[src/hdl/itsc_pkg.sv]
package itsc_pkg;

  // Register indices; byte address is four times the index
  localparam logic [15:0] REG_IDX_TRAP_CTRL = 16'h7C72;
  localparam logic [15:0] REG_IDX_CAP_ADDR = 16'h8472;
  localparam int WB_ADR_W = 18;

  // Trap control/status field positions
  localparam int BIT_LOCAL_ATTENTION_SMI_ENABLE = 15;
  localparam int BIT_NAC_HI = 14;
  localparam int BIT_NAC_LO = 13;
  localparam int BIT_PCS1_TE = 12;
  localparam int BIT_PCS2_TE = 11;
  localparam int BIT_SERA_TE = 10;
  localparam int BIT_SERB_TE = 9;
  localparam int BIT_PAR_TE = 8;
  localparam int BIT_TRAP = 7;
  localparam int BIT_WRITE = 6;
  localparam int BIT_IOS_HI = 5;
  localparam int BIT_IOS_LO = 3;
  localparam int BIT_MS_HI = 2;
  localparam int BIT_MS_LO = 0;

  // Reset values
  localparam logic [7:0] RST_CTRL_HI = 8'h00;
  localparam logic [2:0] RST_CODE = 3'h0;
  localparam logic [15:0] RST_CAP_ADDR = 16'h0000;

  // Chip select hit vector order
  localparam int CS_PCS1 = 0;
  localparam int CS_PCS2 = 1;
  localparam int CS_SERA = 2;
  localparam int CS_SERB = 3;
  localparam int CS_PAR = 4;
  localparam int CS_N = 5;

  // Next-address control modes
  typedef enum logic [1:0] {
    NAC_OFF = 2'h0,
    NAC_ON = 2'h1,
    NAC_RSVD = 2'h2,
    NAC_IO_BREAK = 2'h3
  } itsc_nac_t;

  // Transfer size of an instruction's operand
  typedef enum logic [1:0] {
    SZ_8 = 2'h0,
    SZ_16 = 2'h1,
    SZ_32 = 2'h2
  } itsc_size_t;

  // Size/status codes
  localparam logic [2:0] CODE_NONE = 3'h0;
  localparam logic [2:0] CODE_16 = 3'h1;
  localparam logic [2:0] CODE_32 = 3'h2;
  localparam logic [2:0] CODE_32_M2 = 3'h3;
  localparam logic [2:0] CODE_32_M1 = 3'h4;
  localparam logic [2:0] CODE_8 = 3'h5;
  localparam logic [2:0] CODE_16_UA = 3'h6;
  localparam logic [2:0] CODE_32_M3 = 3'h7;

  // One processor bus cycle, presented for one clock
  typedef struct packed {
    logic valid;
    logic is_io;
    logic write;
    logic copro;
    logic string_in;
    itsc_size_t size;
    logic [15:0] addr;
  } itsc_cycle_t;

  typedef struct packed {
    logic cyc;
    logic stb;
    logic we;
    logic [3:0] sel;
    logic [WB_ADR_W-1:2] adr;
    logic [31:0] dat;
  } itsc_wb_req_t;

endpackage

[src/hdl/itsc_size_enc.sv]
module itsc_size_enc (
  // Clock and reset
  input wire logic clk_i,
  input wire logic rst_i,
  // Control
  input wire logic clear_i,
  input wire logic load_i,
  input wire itsc_pkg::itsc_size_t size_i,
  input wire logic [1:0] addr_lo_i,
  // Status
  output logic [2:0] code_o
);

  logic [2:0] code_ff;
  logic [2:0] nxt_code;
  logic [2:0] enc_code;

  // Misaligned operands keep the offset the handler must remove
  assign enc_code = (size_i == itsc_pkg::SZ_8) ? itsc_pkg::CODE_8 :
                    (size_i == itsc_pkg::SZ_16) ?
                      (addr_lo_i[0] ? itsc_pkg::CODE_16_UA : itsc_pkg::CODE_16) :
                    (addr_lo_i == 2'h0) ? itsc_pkg::CODE_32 :
                    (addr_lo_i == 2'h2) ? itsc_pkg::CODE_32_M2 :
                    (addr_lo_i == 2'h1) ? itsc_pkg::CODE_32_M1 :
                    itsc_pkg::CODE_32_M3; // RQ19

  // Load wins over clear so a new first cycle is not lost
  assign nxt_code = load_i ? enc_code : (clear_i ? itsc_pkg::RST_CODE : code_ff);

  always_ff @(posedge clk_i) begin
    if (rst_i) begin
      code_ff <= itsc_pkg::RST_CODE;
    end else begin
      code_ff <= nxt_code;
    end
  end

  assign code_o = code_ff;

endmodule // itsc_size_enc

[src/hdl/itsc_na_ctrl.sv]
module itsc_na_ctrl (
  // Clock and reset
  input wire logic clk_i,
  input wire logic rst_i,
  // Control
  input wire itsc_pkg::itsc_nac_t mode_i,
  input wire logic io_first_t_i,
  input wire logic smi_i,
  // Processor pin
  output logic next_address_out_o
);

  logic hold_low_ff;
  logic nxt_hold_low;
  logic io_break;

  assign io_break = (mode_i == itsc_pkg::NAC_IO_BREAK);
  // Remember the break; it keeps the pin low only while SMI is up
  assign nxt_hold_low = io_break & (io_first_t_i | (hold_low_ff & smi_i)); // RQ4

  always_ff @(posedge clk_i) begin
    if (rst_i) begin
      hold_low_ff <= 1'b0;
    end else begin
      hold_low_ff <= nxt_hold_low;
    end
  end

  // Reserved mode is treated as nonpipelined, the safe choice
  assign next_address_out_o = (mode_i == itsc_pkg::NAC_ON) |
                              (io_break & ~io_first_t_i & ~(hold_low_ff & smi_i)); // RQ3 RQ4

endmodule // itsc_na_ctrl

[src/hdl/itsc_top.sv]
// Operation
// RQ1: Enable bit 15 lets any local attention source raise SMI; off by default.
// RQ2: Attention SMI uses the internal attention level, ignoring output update disables.
// RQ3: Field 14:13: 00 next-address low, 01 always high, 10 reserved.
// RQ4: Mode 11 drops next-address for first I/O T state; back unless SMI.
// RQ5: Software enabling traps with pipelining must select next-address mode 11.
// RQ6: Bit 12 enables traps on program chip select 1 accesses.
// RQ7: Bit 11 traps chip select 2 range even when that select is disabled.
// RQ8: Bit 10 enables traps on serial port A range accesses.
// RQ9: Bit 9 enables traps on serial port B range accesses.
// RQ10: Bit 8 enables traps on parallel port range accesses.
// RQ11: Bit 7 reads one after a trap, zero otherwise.
// RQ12: Writing zero to bit 7 clears all trap status and rearms capture.
// RQ13: Writing one to bit 7 changes nothing in the trap state.
// RQ14: Handler clears the trap bit by writing zero on each service.
// RQ15: Bit 6 shows the trapped cycle was a write; clears on trap clear.
// RQ16: Bits 5:3 hold the I/O size code; clear on reset or clear.
// RQ17: Bits 2:0 record string-input memory writes after trap; clear likewise.
// RQ18: Captured address holds first trapped I/O address; clears on trap clear.
// RQ19: Size codes follow the eight-entry size and adjustment table.
// RQ20: A trapped I/O access asserts SMI to the processor.
// RQ21: Captured data is frozen while the trap bit stays set.
// RQ22: Status keeps collecting follow-on cycles until the instruction ends.
module itsc_top #(
  parameter int ADDR_W = 16
) (
  // Clock and reset
  input wire logic clk_i,
  input wire logic rst_i,
  // Wishbone slave
  input wire itsc_pkg::itsc_wb_req_t wb_req_i,
  output logic [31:0] wb_dat_o,
  output logic wb_ack_o,
  // Processor bus observation
  input wire itsc_pkg::itsc_cycle_t cycle_i,
  input wire logic [itsc_pkg::CS_N-1:0] cs_hit_i,
  input wire logic instr_end_i,
  input wire logic io_first_t_i,
  // Power management
  input wire logic local_attention_i,
  // Processor pins
  output logic smi_o,
  output logic next_address_out_o
);

  if (ADDR_W != 16) begin : g_chk_addr
    $error("itsc_top: ADDR_W must be 16");
  end

  // Control register fields
  logic local_attention_smi_enable_ff;
  logic [1:0] next_addr_ctrl_ff;
  logic [itsc_pkg::CS_N-1:0] trap_en_ff;
  logic nxt_local_attention_smi_enable;
  logic [1:0] nxt_nac;
  logic [itsc_pkg::CS_N-1:0] nxt_trap_en;

  // Trap state
  logic trap_flag_ff;
  logic trap_write_flag_ff;
  logic capture_open_ff;
  logic [15:0] captured_port_addr_ff;
  logic smi_ff;
  logic nxt_trap_flag;
  logic nxt_write_flag;
  logic nxt_open;
  logic [15:0] nxt_cap_addr;
  logic nxt_smi;
  logic [2:0] io_size_code;
  logic [2:0] mem_write_code;

  // Bus slave state
  logic ack_ff;
  logic [31:0] dat_ff;
  logic [31:0] nxt_dat;

  // Address decode
  logic bus_req;
  logic wr_commit;
  logic hit_ctrl;
  logic hit_cap;
  logic [itsc_pkg::WB_ADR_W-3:0] idx_ctrl;
  logic [itsc_pkg::WB_ADR_W-3:0] idx_cap;
  logic [15:0] ctrl_rd;

  assign idx_ctrl = itsc_pkg::REG_IDX_TRAP_CTRL;
  assign idx_cap = itsc_pkg::REG_IDX_CAP_ADDR;
  assign bus_req = wb_req_i.cyc & wb_req_i.stb;
  assign hit_ctrl = (wb_req_i.adr == idx_ctrl);
  assign hit_cap = (wb_req_i.adr == idx_cap);
  // Writes land on the edge where the master sees ack
  assign wr_commit = bus_req & wb_req_i.we & ack_ff;

  logic wr_ctrl_lo;
  logic wr_ctrl_hi;
  logic trap_clear;

  assign wr_ctrl_lo = wr_commit & hit_ctrl & wb_req_i.sel[0];
  assign wr_ctrl_hi = wr_commit & hit_ctrl & wb_req_i.sel[1];
  // Writing one leaves trap state alone; only zero clears
  assign trap_clear = wr_ctrl_lo & ~wb_req_i.dat[itsc_pkg::BIT_TRAP]; // RQ12 RQ13

  assign nxt_local_attention_smi_enable = wr_ctrl_hi ? wb_req_i.dat[itsc_pkg::BIT_LOCAL_ATTENTION_SMI_ENABLE] :
                    local_attention_smi_enable_ff;
  assign nxt_nac = wr_ctrl_hi ? wb_req_i.dat[itsc_pkg::BIT_NAC_HI:itsc_pkg::BIT_NAC_LO] :
                   next_addr_ctrl_ff;
  assign nxt_trap_en = wr_ctrl_hi ?
    {wb_req_i.dat[itsc_pkg::BIT_PAR_TE], wb_req_i.dat[itsc_pkg::BIT_SERB_TE],
     wb_req_i.dat[itsc_pkg::BIT_SERA_TE], wb_req_i.dat[itsc_pkg::BIT_PCS2_TE],
     wb_req_i.dat[itsc_pkg::BIT_PCS1_TE]} : trap_en_ff;

  // Trap detection on enabled chip select ranges
  logic io_cycle;
  logic [itsc_pkg::CS_N-1:0] hit_vec;
  logic trap_hit;
  logic first_trap;
  logic mem_capture;
  logic mem_first;

  assign io_cycle = cycle_i.valid & cycle_i.is_io & ~cycle_i.copro;
  // Select-two range is decoded regardless of its own enable
  assign hit_vec = cs_hit_i & trap_en_ff; // RQ6 RQ7 RQ8 RQ9 RQ10
  assign trap_hit = io_cycle & (|hit_vec);
  // A fresh trap only after rearm; a hit during clear still counts
  assign first_trap = trap_hit & (~trap_flag_ff | trap_clear); // RQ21
  assign mem_capture = cycle_i.valid & ~cycle_i.is_io & cycle_i.write &
                       cycle_i.string_in & capture_open_ff & ~trap_clear; // RQ17
  assign mem_first = mem_capture & (mem_write_code == itsc_pkg::CODE_NONE);

  assign nxt_trap_flag = first_trap | (trap_flag_ff & ~trap_clear); // RQ11 RQ12
  assign nxt_write_flag = first_trap ? cycle_i.write :
                          (trap_clear ? 1'b0 : trap_write_flag_ff); // RQ15
  assign nxt_cap_addr = first_trap ? cycle_i.addr :
                        (trap_clear ? itsc_pkg::RST_CAP_ADDR : captured_port_addr_ff); // RQ18
  // Window stays open over follow-on cycles until the instruction ends
  assign nxt_open = first_trap | (capture_open_ff & ~instr_end_i & ~trap_clear); // RQ22

  // SMI from trap or from the internal attention level
  assign nxt_smi = nxt_trap_flag |
                   (local_attention_smi_enable_ff & local_attention_i); // RQ1 RQ2 RQ20

  always_ff @(posedge clk_i) begin
    if (rst_i) begin
      local_attention_smi_enable_ff <= 1'b0;
      next_addr_ctrl_ff <= 2'h0;
      trap_en_ff <= '0;
    end else begin
      local_attention_smi_enable_ff <= nxt_local_attention_smi_enable;
      next_addr_ctrl_ff <= nxt_nac;
      trap_en_ff <= nxt_trap_en;
    end
  end

  always_ff @(posedge clk_i) begin
    if (rst_i) begin
      trap_flag_ff <= 1'b0;
      trap_write_flag_ff <= 1'b0;
      capture_open_ff <= 1'b0;
      captured_port_addr_ff <= itsc_pkg::RST_CAP_ADDR;
      smi_ff <= 1'b0;
    end else begin
      trap_flag_ff <= nxt_trap_flag;
      trap_write_flag_ff <= nxt_write_flag;
      capture_open_ff <= nxt_open;
      captured_port_addr_ff <= nxt_cap_addr;
      smi_ff <= nxt_smi;
    end
  end

  itsc_size_enc u_io_size (
    .clk_i(clk_i),
    .rst_i(rst_i),
    .clear_i(trap_clear),
    .load_i(first_trap),
    .size_i(cycle_i.size),
    .addr_lo_i(cycle_i.addr[1:0]),
    .code_o(io_size_code)
  ); // RQ16 RQ19

  itsc_size_enc u_mem_size (
    .clk_i(clk_i),
    .rst_i(rst_i),
    .clear_i(trap_clear),
    .load_i(mem_first),
    .size_i(cycle_i.size),
    .addr_lo_i(cycle_i.addr[1:0]),
    .code_o(mem_write_code)
  ); // RQ17

  itsc_na_ctrl u_na (
    .clk_i(clk_i),
    .rst_i(rst_i),
    .mode_i(itsc_pkg::itsc_nac_t'(next_addr_ctrl_ff)),
    .io_first_t_i(io_first_t_i),
    .smi_i(smi_ff),
    .next_address_out_o(next_address_out_o)
  ); // RQ3 RQ4

  // Read mux; unmapped addresses read as zero
  assign ctrl_rd = {local_attention_smi_enable_ff, next_addr_ctrl_ff,
                    trap_en_ff[itsc_pkg::CS_PCS1], trap_en_ff[itsc_pkg::CS_PCS2],
                    trap_en_ff[itsc_pkg::CS_SERA], trap_en_ff[itsc_pkg::CS_SERB],
                    trap_en_ff[itsc_pkg::CS_PAR], trap_flag_ff, trap_write_flag_ff,
                    io_size_code, mem_write_code}; // RQ11 RQ15 RQ16 RQ17
  assign nxt_dat = (bus_req & ~ack_ff) ?
                   (hit_ctrl ? {16'h0000, ctrl_rd} :
                    hit_cap ? {16'h0000, captured_port_addr_ff} : 32'h0000_0000) :
                   dat_ff;

  always_ff @(posedge clk_i) begin
    if (rst_i) begin
      ack_ff <= 1'b0;
      dat_ff <= 32'h0000_0000;
    end else begin
      ack_ff <= bus_req & ~ack_ff;
      dat_ff <= nxt_dat;
    end
  end

  assign wb_ack_o = ack_ff;
  assign wb_dat_o = dat_ff;
  assign smi_o = smi_ff;

endmodule // itsc_top

[config.mk]
export PLATFORM = sky130hd
export DESIGN_NAME = itsc_top
export DESIGN_NICKNAME = d
export VERILOG_FILES = /design/src/hdl/itsc_pkg.sv /design/src/hdl/itsc_size_enc.sv /design/src/hdl/itsc_na_ctrl.sv /design/src/hdl/itsc_top.sv
export SDC_FILE = /design/constraint.sdc
export NUM_CORES = 1
export LEC_CHECK = 0
export BUFFER_PORTS_ARGS = -buffer_cell sky130_fd_sc_hd__buf_2
export CORE_MARGIN = 2
export CORE_UTILIZATION = 53
export CTS_BUF_LIST = sky130_fd_sc_hd__clkbuf_8
export CTS_CLUSTER_SIZE = 40
export DETAILED_ROUTE_END_ITERATION = 8
export HOLD_SLACK_MARGIN = 0.08
export PLACE_DENSITY = 0.87
export SYNTH_ARGS = -nofsm -noshare
export SYNTH_HDL_FRONTEND = slang
export SYNTH_SLANG_ARGS = --single-unit
[constraint.sdc]
create_clock -name clk_i -period 3.2 [get_ports clk_i]
set_clock_uncertainty 0.15 [all_clocks]
set_input_delay 0.16 -clock clk_i [delete_from_list [all_inputs] [get_ports clk_i]]
set_output_delay 0.16 -clock clk_i [all_outputs]
set_load 0.1 [all_outputs]
**Yosys cells after proc, flatten, opt, wreduce, memory -nomap -nowiden**

Cells that the tools add are included.

- Flip-flop bits (word level): 68
- Output and inout bits: 35
- Bits of input ports: 88
- Word-level logic and storage cells: 83

- Bitwise logic cells: 42
- Equal/unequal tests: 7
- Muxes and demuxes: 15
- Reductions and logical operators: 6

Operator list:

| cell | number |
|---|---|
| 2-to-1 mux 16 bit | 4 |
| AND 1 bit | 26 |
| 2-to-1 mux 3 bit | 8 |
| == test 16 x 15 -> 1 bit (second input constant) | 1 |
| == test 16 bit (second input constant) | 1 |
| NOT 1 bit | 9 |
| == test 2 x 1 -> 1 bit (second input constant) | 3 |
| OR 1 bit | 6 |
| AND 5 bit | 1 |
| OR reduction 5 bit | 1 |
| == test 2 bit (second input constant) | 2 |
| zero test 2 bit | 2 |
| nonzero test 2 bit | 2 |
| zero test 3 bit | 1 |
| 2-to-1 mux 1 bit | 2 |
| 2-to-1 mux 2 bit | 1 |

**Depth between registers and ports, before layout**

- Word-level depth: 10
- Mapped depth: 6
- Depth with buffers taken out: 4

**By module**

A second synthesis with hierarchy kept.

- Cells, all modules: 299
- Area, all modules: 2,750.1 um^2

Modules (own cells, without submodules):

| module | instances | seq. area each (um^2) | cells an instance | area an instance (um^2) |
|---|---|---|---|---|
| itsc_top | 1 | 900.9 | 261 | 2,422.3 |
| itsc_size_enc | 2 | 60.1 | 17 | 141.4 |
| itsc_na_ctrl | 1 | 20.0 | 4 | 45.0 |

**Worst setup path before layout**

Ideal clock, no wire load.

- Kind: reg2reg
- From: reg ack_ff (netlist: wb_ack_o)
- To: reg capture_open_ff
- Required time: 2.920 ns
- Period minus slack after synthesis: 2.134 ns
- Path slack: 1.066 ns
- Stages on the path, launching flop included: 6
- Library setup time: 0.130 ns
- Path buffers: 1
- Data arrival time: 1.855 ns
- Cells stage by stage: dfxtp_1 > and4_1 > nand3_1 > clkbuf_1 > nor2_2 > o32ai_2

- Cells in the longest elaborated chain, start to end: 7
- Elaborated cells between the ends (all ways): 9
- Those cells by class: bitwise: 9

Ends and longest elaborated chain:

| what | line | source |
|---|---|---|
| start, declared | itsc_top.sv:73 | `logic ack_ff;` |
| start signal, assigned | itsc_top.sv:215 | `ack_ff <= bus_req & ~ack_ff;` |
| AND 1 bit (*) | itsc_top.sv:92 | `assign wr_commit = bus_req & wb_req_i.we & ack_ff;` |
| AND 1 bit (*) (2 in series) | itsc_top.sv:98 | `assign wr_ctrl_lo = wr_commit & hit_ctrl & wb_req_i.sel[0];` |
| AND 1 bit (*) | itsc_top.sv:101 | `assign trap_clear = wr_ctrl_lo & ~wb_req_i.dat[itsc_pkg::BIT_TRAP];` |
| OR 1 bit or NOT 1 bit (tied branches) | itsc_top.sv:125, itsc_top.sv:136 |  |
| AND 1 bit, on equally long branches | itsc_top.sv:125, itsc_top.sv:136 |  |
| OR 1 bit (*) | itsc_top.sv:136 | `assign nxt_open = first_trap \| (capture_open_ff & ~instr_end_i & ~trap_clear);` |
| end signal, assigned | itsc_top.sv:164 | `capture_open_ff <= nxt_open;` |
| end, declared | itsc_top.sv:61 | `logic capture_open_ff;` |

Mark *: on every way between the ends. The rest lies on a longest branch, timed or not.
A chain may end at the register's enable or synchronous reset.

**Worst setup path in the final report**

- From: reg ack_ff (netlist: wb_ack_o)
- To: reg captured_port_addr_ff[5]

- Cells in the longest elaborated chain, start to end: 7
- Elaborated cells between the ends (all ways): 8
- Those cells by class: mux: 1; bitwise: 6; reduce/logical: 1

Ends and longest elaborated chain:

| what | line | source |
|---|---|---|
| AND 1 bit (*) | itsc_top.sv:92 |  |
| AND 1 bit (*) (2 in series) | itsc_top.sv:98 |  |
| AND 1 bit (*) | itsc_top.sv:101 |  |
| OR 1 bit | itsc_top.sv:125 | `assign first_trap = trap_hit & (~trap_flag_ff \| trap_clear);` |
| AND 1 bit | itsc_top.sv:125 |  |
| 2-to-1 mux 16 bit or nonzero test 2 bit (tied branches) | n/a |  |
| end signal, assigned | itsc_top.sv:159 | `captured_port_addr_ff <= itsc_pkg::RST_CAP_ADDR;` |
| end signal, assigned | itsc_top.sv:165 | `captured_port_addr_ff <= nxt_cap_addr;` |
| end, declared | itsc_top.sv:62 | `logic [15:0] captured_port_addr_ff;` |

Marked as above.

==> flow_metrics.tcl <==
set metrics [dict create \
    cts_sinks 52 \
    syn_avg_cell_area_um2 9.33 \
    startpoint "wb_ack_o$_SDFF_PP0_" \
    n_fill_cell 403 \
    tightest_slew_ns 1.12 \
    drt_iter0_drc 155 \
    tns_ns 0 \
    fin_area_um2 3660 \
    ir_drop_uv 236 \
    dp_hpwl_um 4700 \
    rows 26 \
    drc 0 \
    synth-main-ff-cell "dfxtp_1" \
    hp-start "io_first_t_i" \
    rsz0062_at_grt "no" \
    cts_root_buffer "clkbuf_8" \
    drive_above_1_share 0.331 \
    fp.dieArea_um2 6030 \
    grt_use_total 0.236 \
    layout_commonest_cell "buf_2" \
    critPathCaptureType "flop" \
    arrival_ns 2.14 \
    slew_violations 0 \
    start_util 0.556 \
    path_buf_inv 1 \
    power_density_nw_per_um2 340 \
    die_w_um 77.6 \
    cp_data_required_time_ns 3.20 \
    dieHeight_um 77.6 \
    reg2reg_slack_ns 1.06 \
    grt_pass1_wl_um 11300 \
    grt_pass1_vias 2486 \
    syn_to_final_growth_pct 27.3 \
    htree_levels 2 \
    final_cell_mix "buf_2 (81), dfxtp_1 (52), nand3b_1 (36)" \
    relSlewSlack 0.256 \
    cts_buffer_depth 2 \
    critPathSlowestCell "o21a_1" \
    cap_violations 0 \
    cp_max_fo 21 \
    drt-total-wl_um 7100 \
    gp_congestion 0.840 \
    hold_viol 0 \
    setup_viol 0 \
    ys_ff_latch 52 \
    antenna_cells 0 \
    synth_area_um2 2870 \
    status "finished, final reports clean" \
    cts_resized 0 \
    min_path_type "input pin to flop" \
    async_flop_share 0 \
    cts_tree "done" \
    critical_path_class "flop to flop" \
    fin_nets 498 \
    synth_cell_types 45 \
    first_pass_iters 4 \
    grt_max_degree 57 \
    cpPeakStageDelay_ns 0.90 \
    fmax_mhz 466 \
    fin_cells 481 \
    worstReg2RegStart "wb_ack_o$_SDFF_PP0_" \
    yosysSeqAreaShare 0.362 \
    grt.overflow.total 0 \
    hold_depth 4 \
    insertion_delay_ns 0.31 \
    critPathTopFamily "compound AO/OA/AOI/OAI gates" \
    grt_antenna_before_repair 0 \
    holdWs_ns 0.0804 \
    path_clk_slew_ns 0.10 \
    r2r_cells 5 \
    num_vias 2663 \
    critical_path.cell_chain "and4_1 > nand3_1 > buf_4 > o21a_1 > o32ai_2" \
    start_kind "flop" \
    place_area_um2 3220 \
    via_per_inst 5.54 \
    fin_crit_sh 0.670 \
    dpl.cell_count 438 \
    path_depth 5 \
    drt-wirelength-per-cell_um 14.8 \
    synthCells 308 \
    antenna_left 0 \
    post-route-min-period_ns 2.14 \
    core-area_um2 5170 \
    yosysWarningCount 0 \
    p_leak_nw 1.34 \
    port_buffers 81 \
    synth_edf_count 0 \
    io_pins 123 \
    cts_inserted_buffers 5 \
    finish.utilization 0.707 \
]
## flip-flops by register name, summed over array words and instances (netlist names), 2 cells and up
register,count
captured_port_addr_ff,16
next_addr_ctrl_ff,2
u_mem_size.code_o,3
trap_en_ff,5
wb_dat_o,16
u_io_size.code_o,3
## worst paths after layout
path                                                              end
worst min-delay path                      u_na.hold_low_ff$_SDFF_PP0_
worst min register to register               wb_dat_o[0]$_SDFFE_PP0P_
worst max-delay path            captured_port_addr_ff[5]$_SDFFE_PP0P_
worst max register to register  captured_port_addr_ff[5]$_SDFFE_PP0P_
## layer usage
layer / vias up / track usage / wire (um)
met4: 0 / 0.0750 / 71
met5: - / 0 / 0
met3: 6 / 0.0488 / 526
met2: 101 / 0.428 / 3550
met1: 1262 / 0.274 / 2950
li1: 1294 / - / -
## timing repair
action | in CTS | in global routing
endpoints found under the setup margin | 0 | 0
hold endpoints to repair | 27 | 0
setup buffers | 0 | 0
hold buffers | 35 | 0
## logic make-up after synthesis
family	count (synthesis)	synth area share
AOI/OAI and AO/OA	87	0.272
buffers and inverters	63	0.117
DFF	52	0.362
other	1	0.00130
and+or+nand+nor	105	0.248
## worst register-to-register path, cell delays in order, from the launching register on
cell and delay [ns]:
dfxtp_1 0.33, and4_1 0.16, nand3_1 0.08, buf_4 0.18, o21a_1 0.90, o32ai_2 0.18
## cell type report
type | count | area (um2) | area share
multi-input cells | 208 | 1560 | 0.426
flip-flops and latches | 52 | 1040 | 0.285
repair buffers | 122 | 801 | 0.219
well taps | 70 | 87.6 | 0.0239
clock buffers | 6 | 82.6 | 0.0226
inverters | 21 | 78.8 | 0.0215
clock inverters | 2 | 10.0 | 0.00274
## synth_stat cells (2+ instances only)
cell / instances / area [um2]
o32ai_2: 21 / 342
nor4b_4: 2 / 47.6
buf_6: 4 / 45.0
o21ai_0: 8 / 40.0
a21oi_1: 22 / 110
nand2_1: 18 / 67.6
a21o_1: 17 / 128
nand3b_1: 36 / 270
a21oi_2: 10 / 87.6
inv_1: 21 / 78.8
clkbuf_1: 14 / 52.6
buf_2: 5 / 25.0
nor3_1: 3 / 15.0
and3b_1: 3 / 26.3
buf_4: 17 / 128
buf_1: 2 / 7.51
and3_1: 2 / 12.5
nand3_1: 17 / 85.1
nand4_1: 9 / 56.3
dfxtp_1: 52 / 1040
## through the flow
step | setup slack [ns] | power (mW)
final | 1.06 | 1.24
after floorplan | 1.07 | 0.807
after CTS | 1.06 | 1.24
after global routing | 0.939 | 1.28
after detailed placement | 0.998 | 0.843
after global placement | 1.05 | 0.841
## report_power, final
group	total [mW]	internal (mW)	leakage, nW	switching (mW)
combinational	0.208	0.0646	0.871	0.143
sequential	0.647	0.647	0.419	0.000305
clock	0.389	0.173	0.0510	0.216
(Power assumes the default switching activity.)
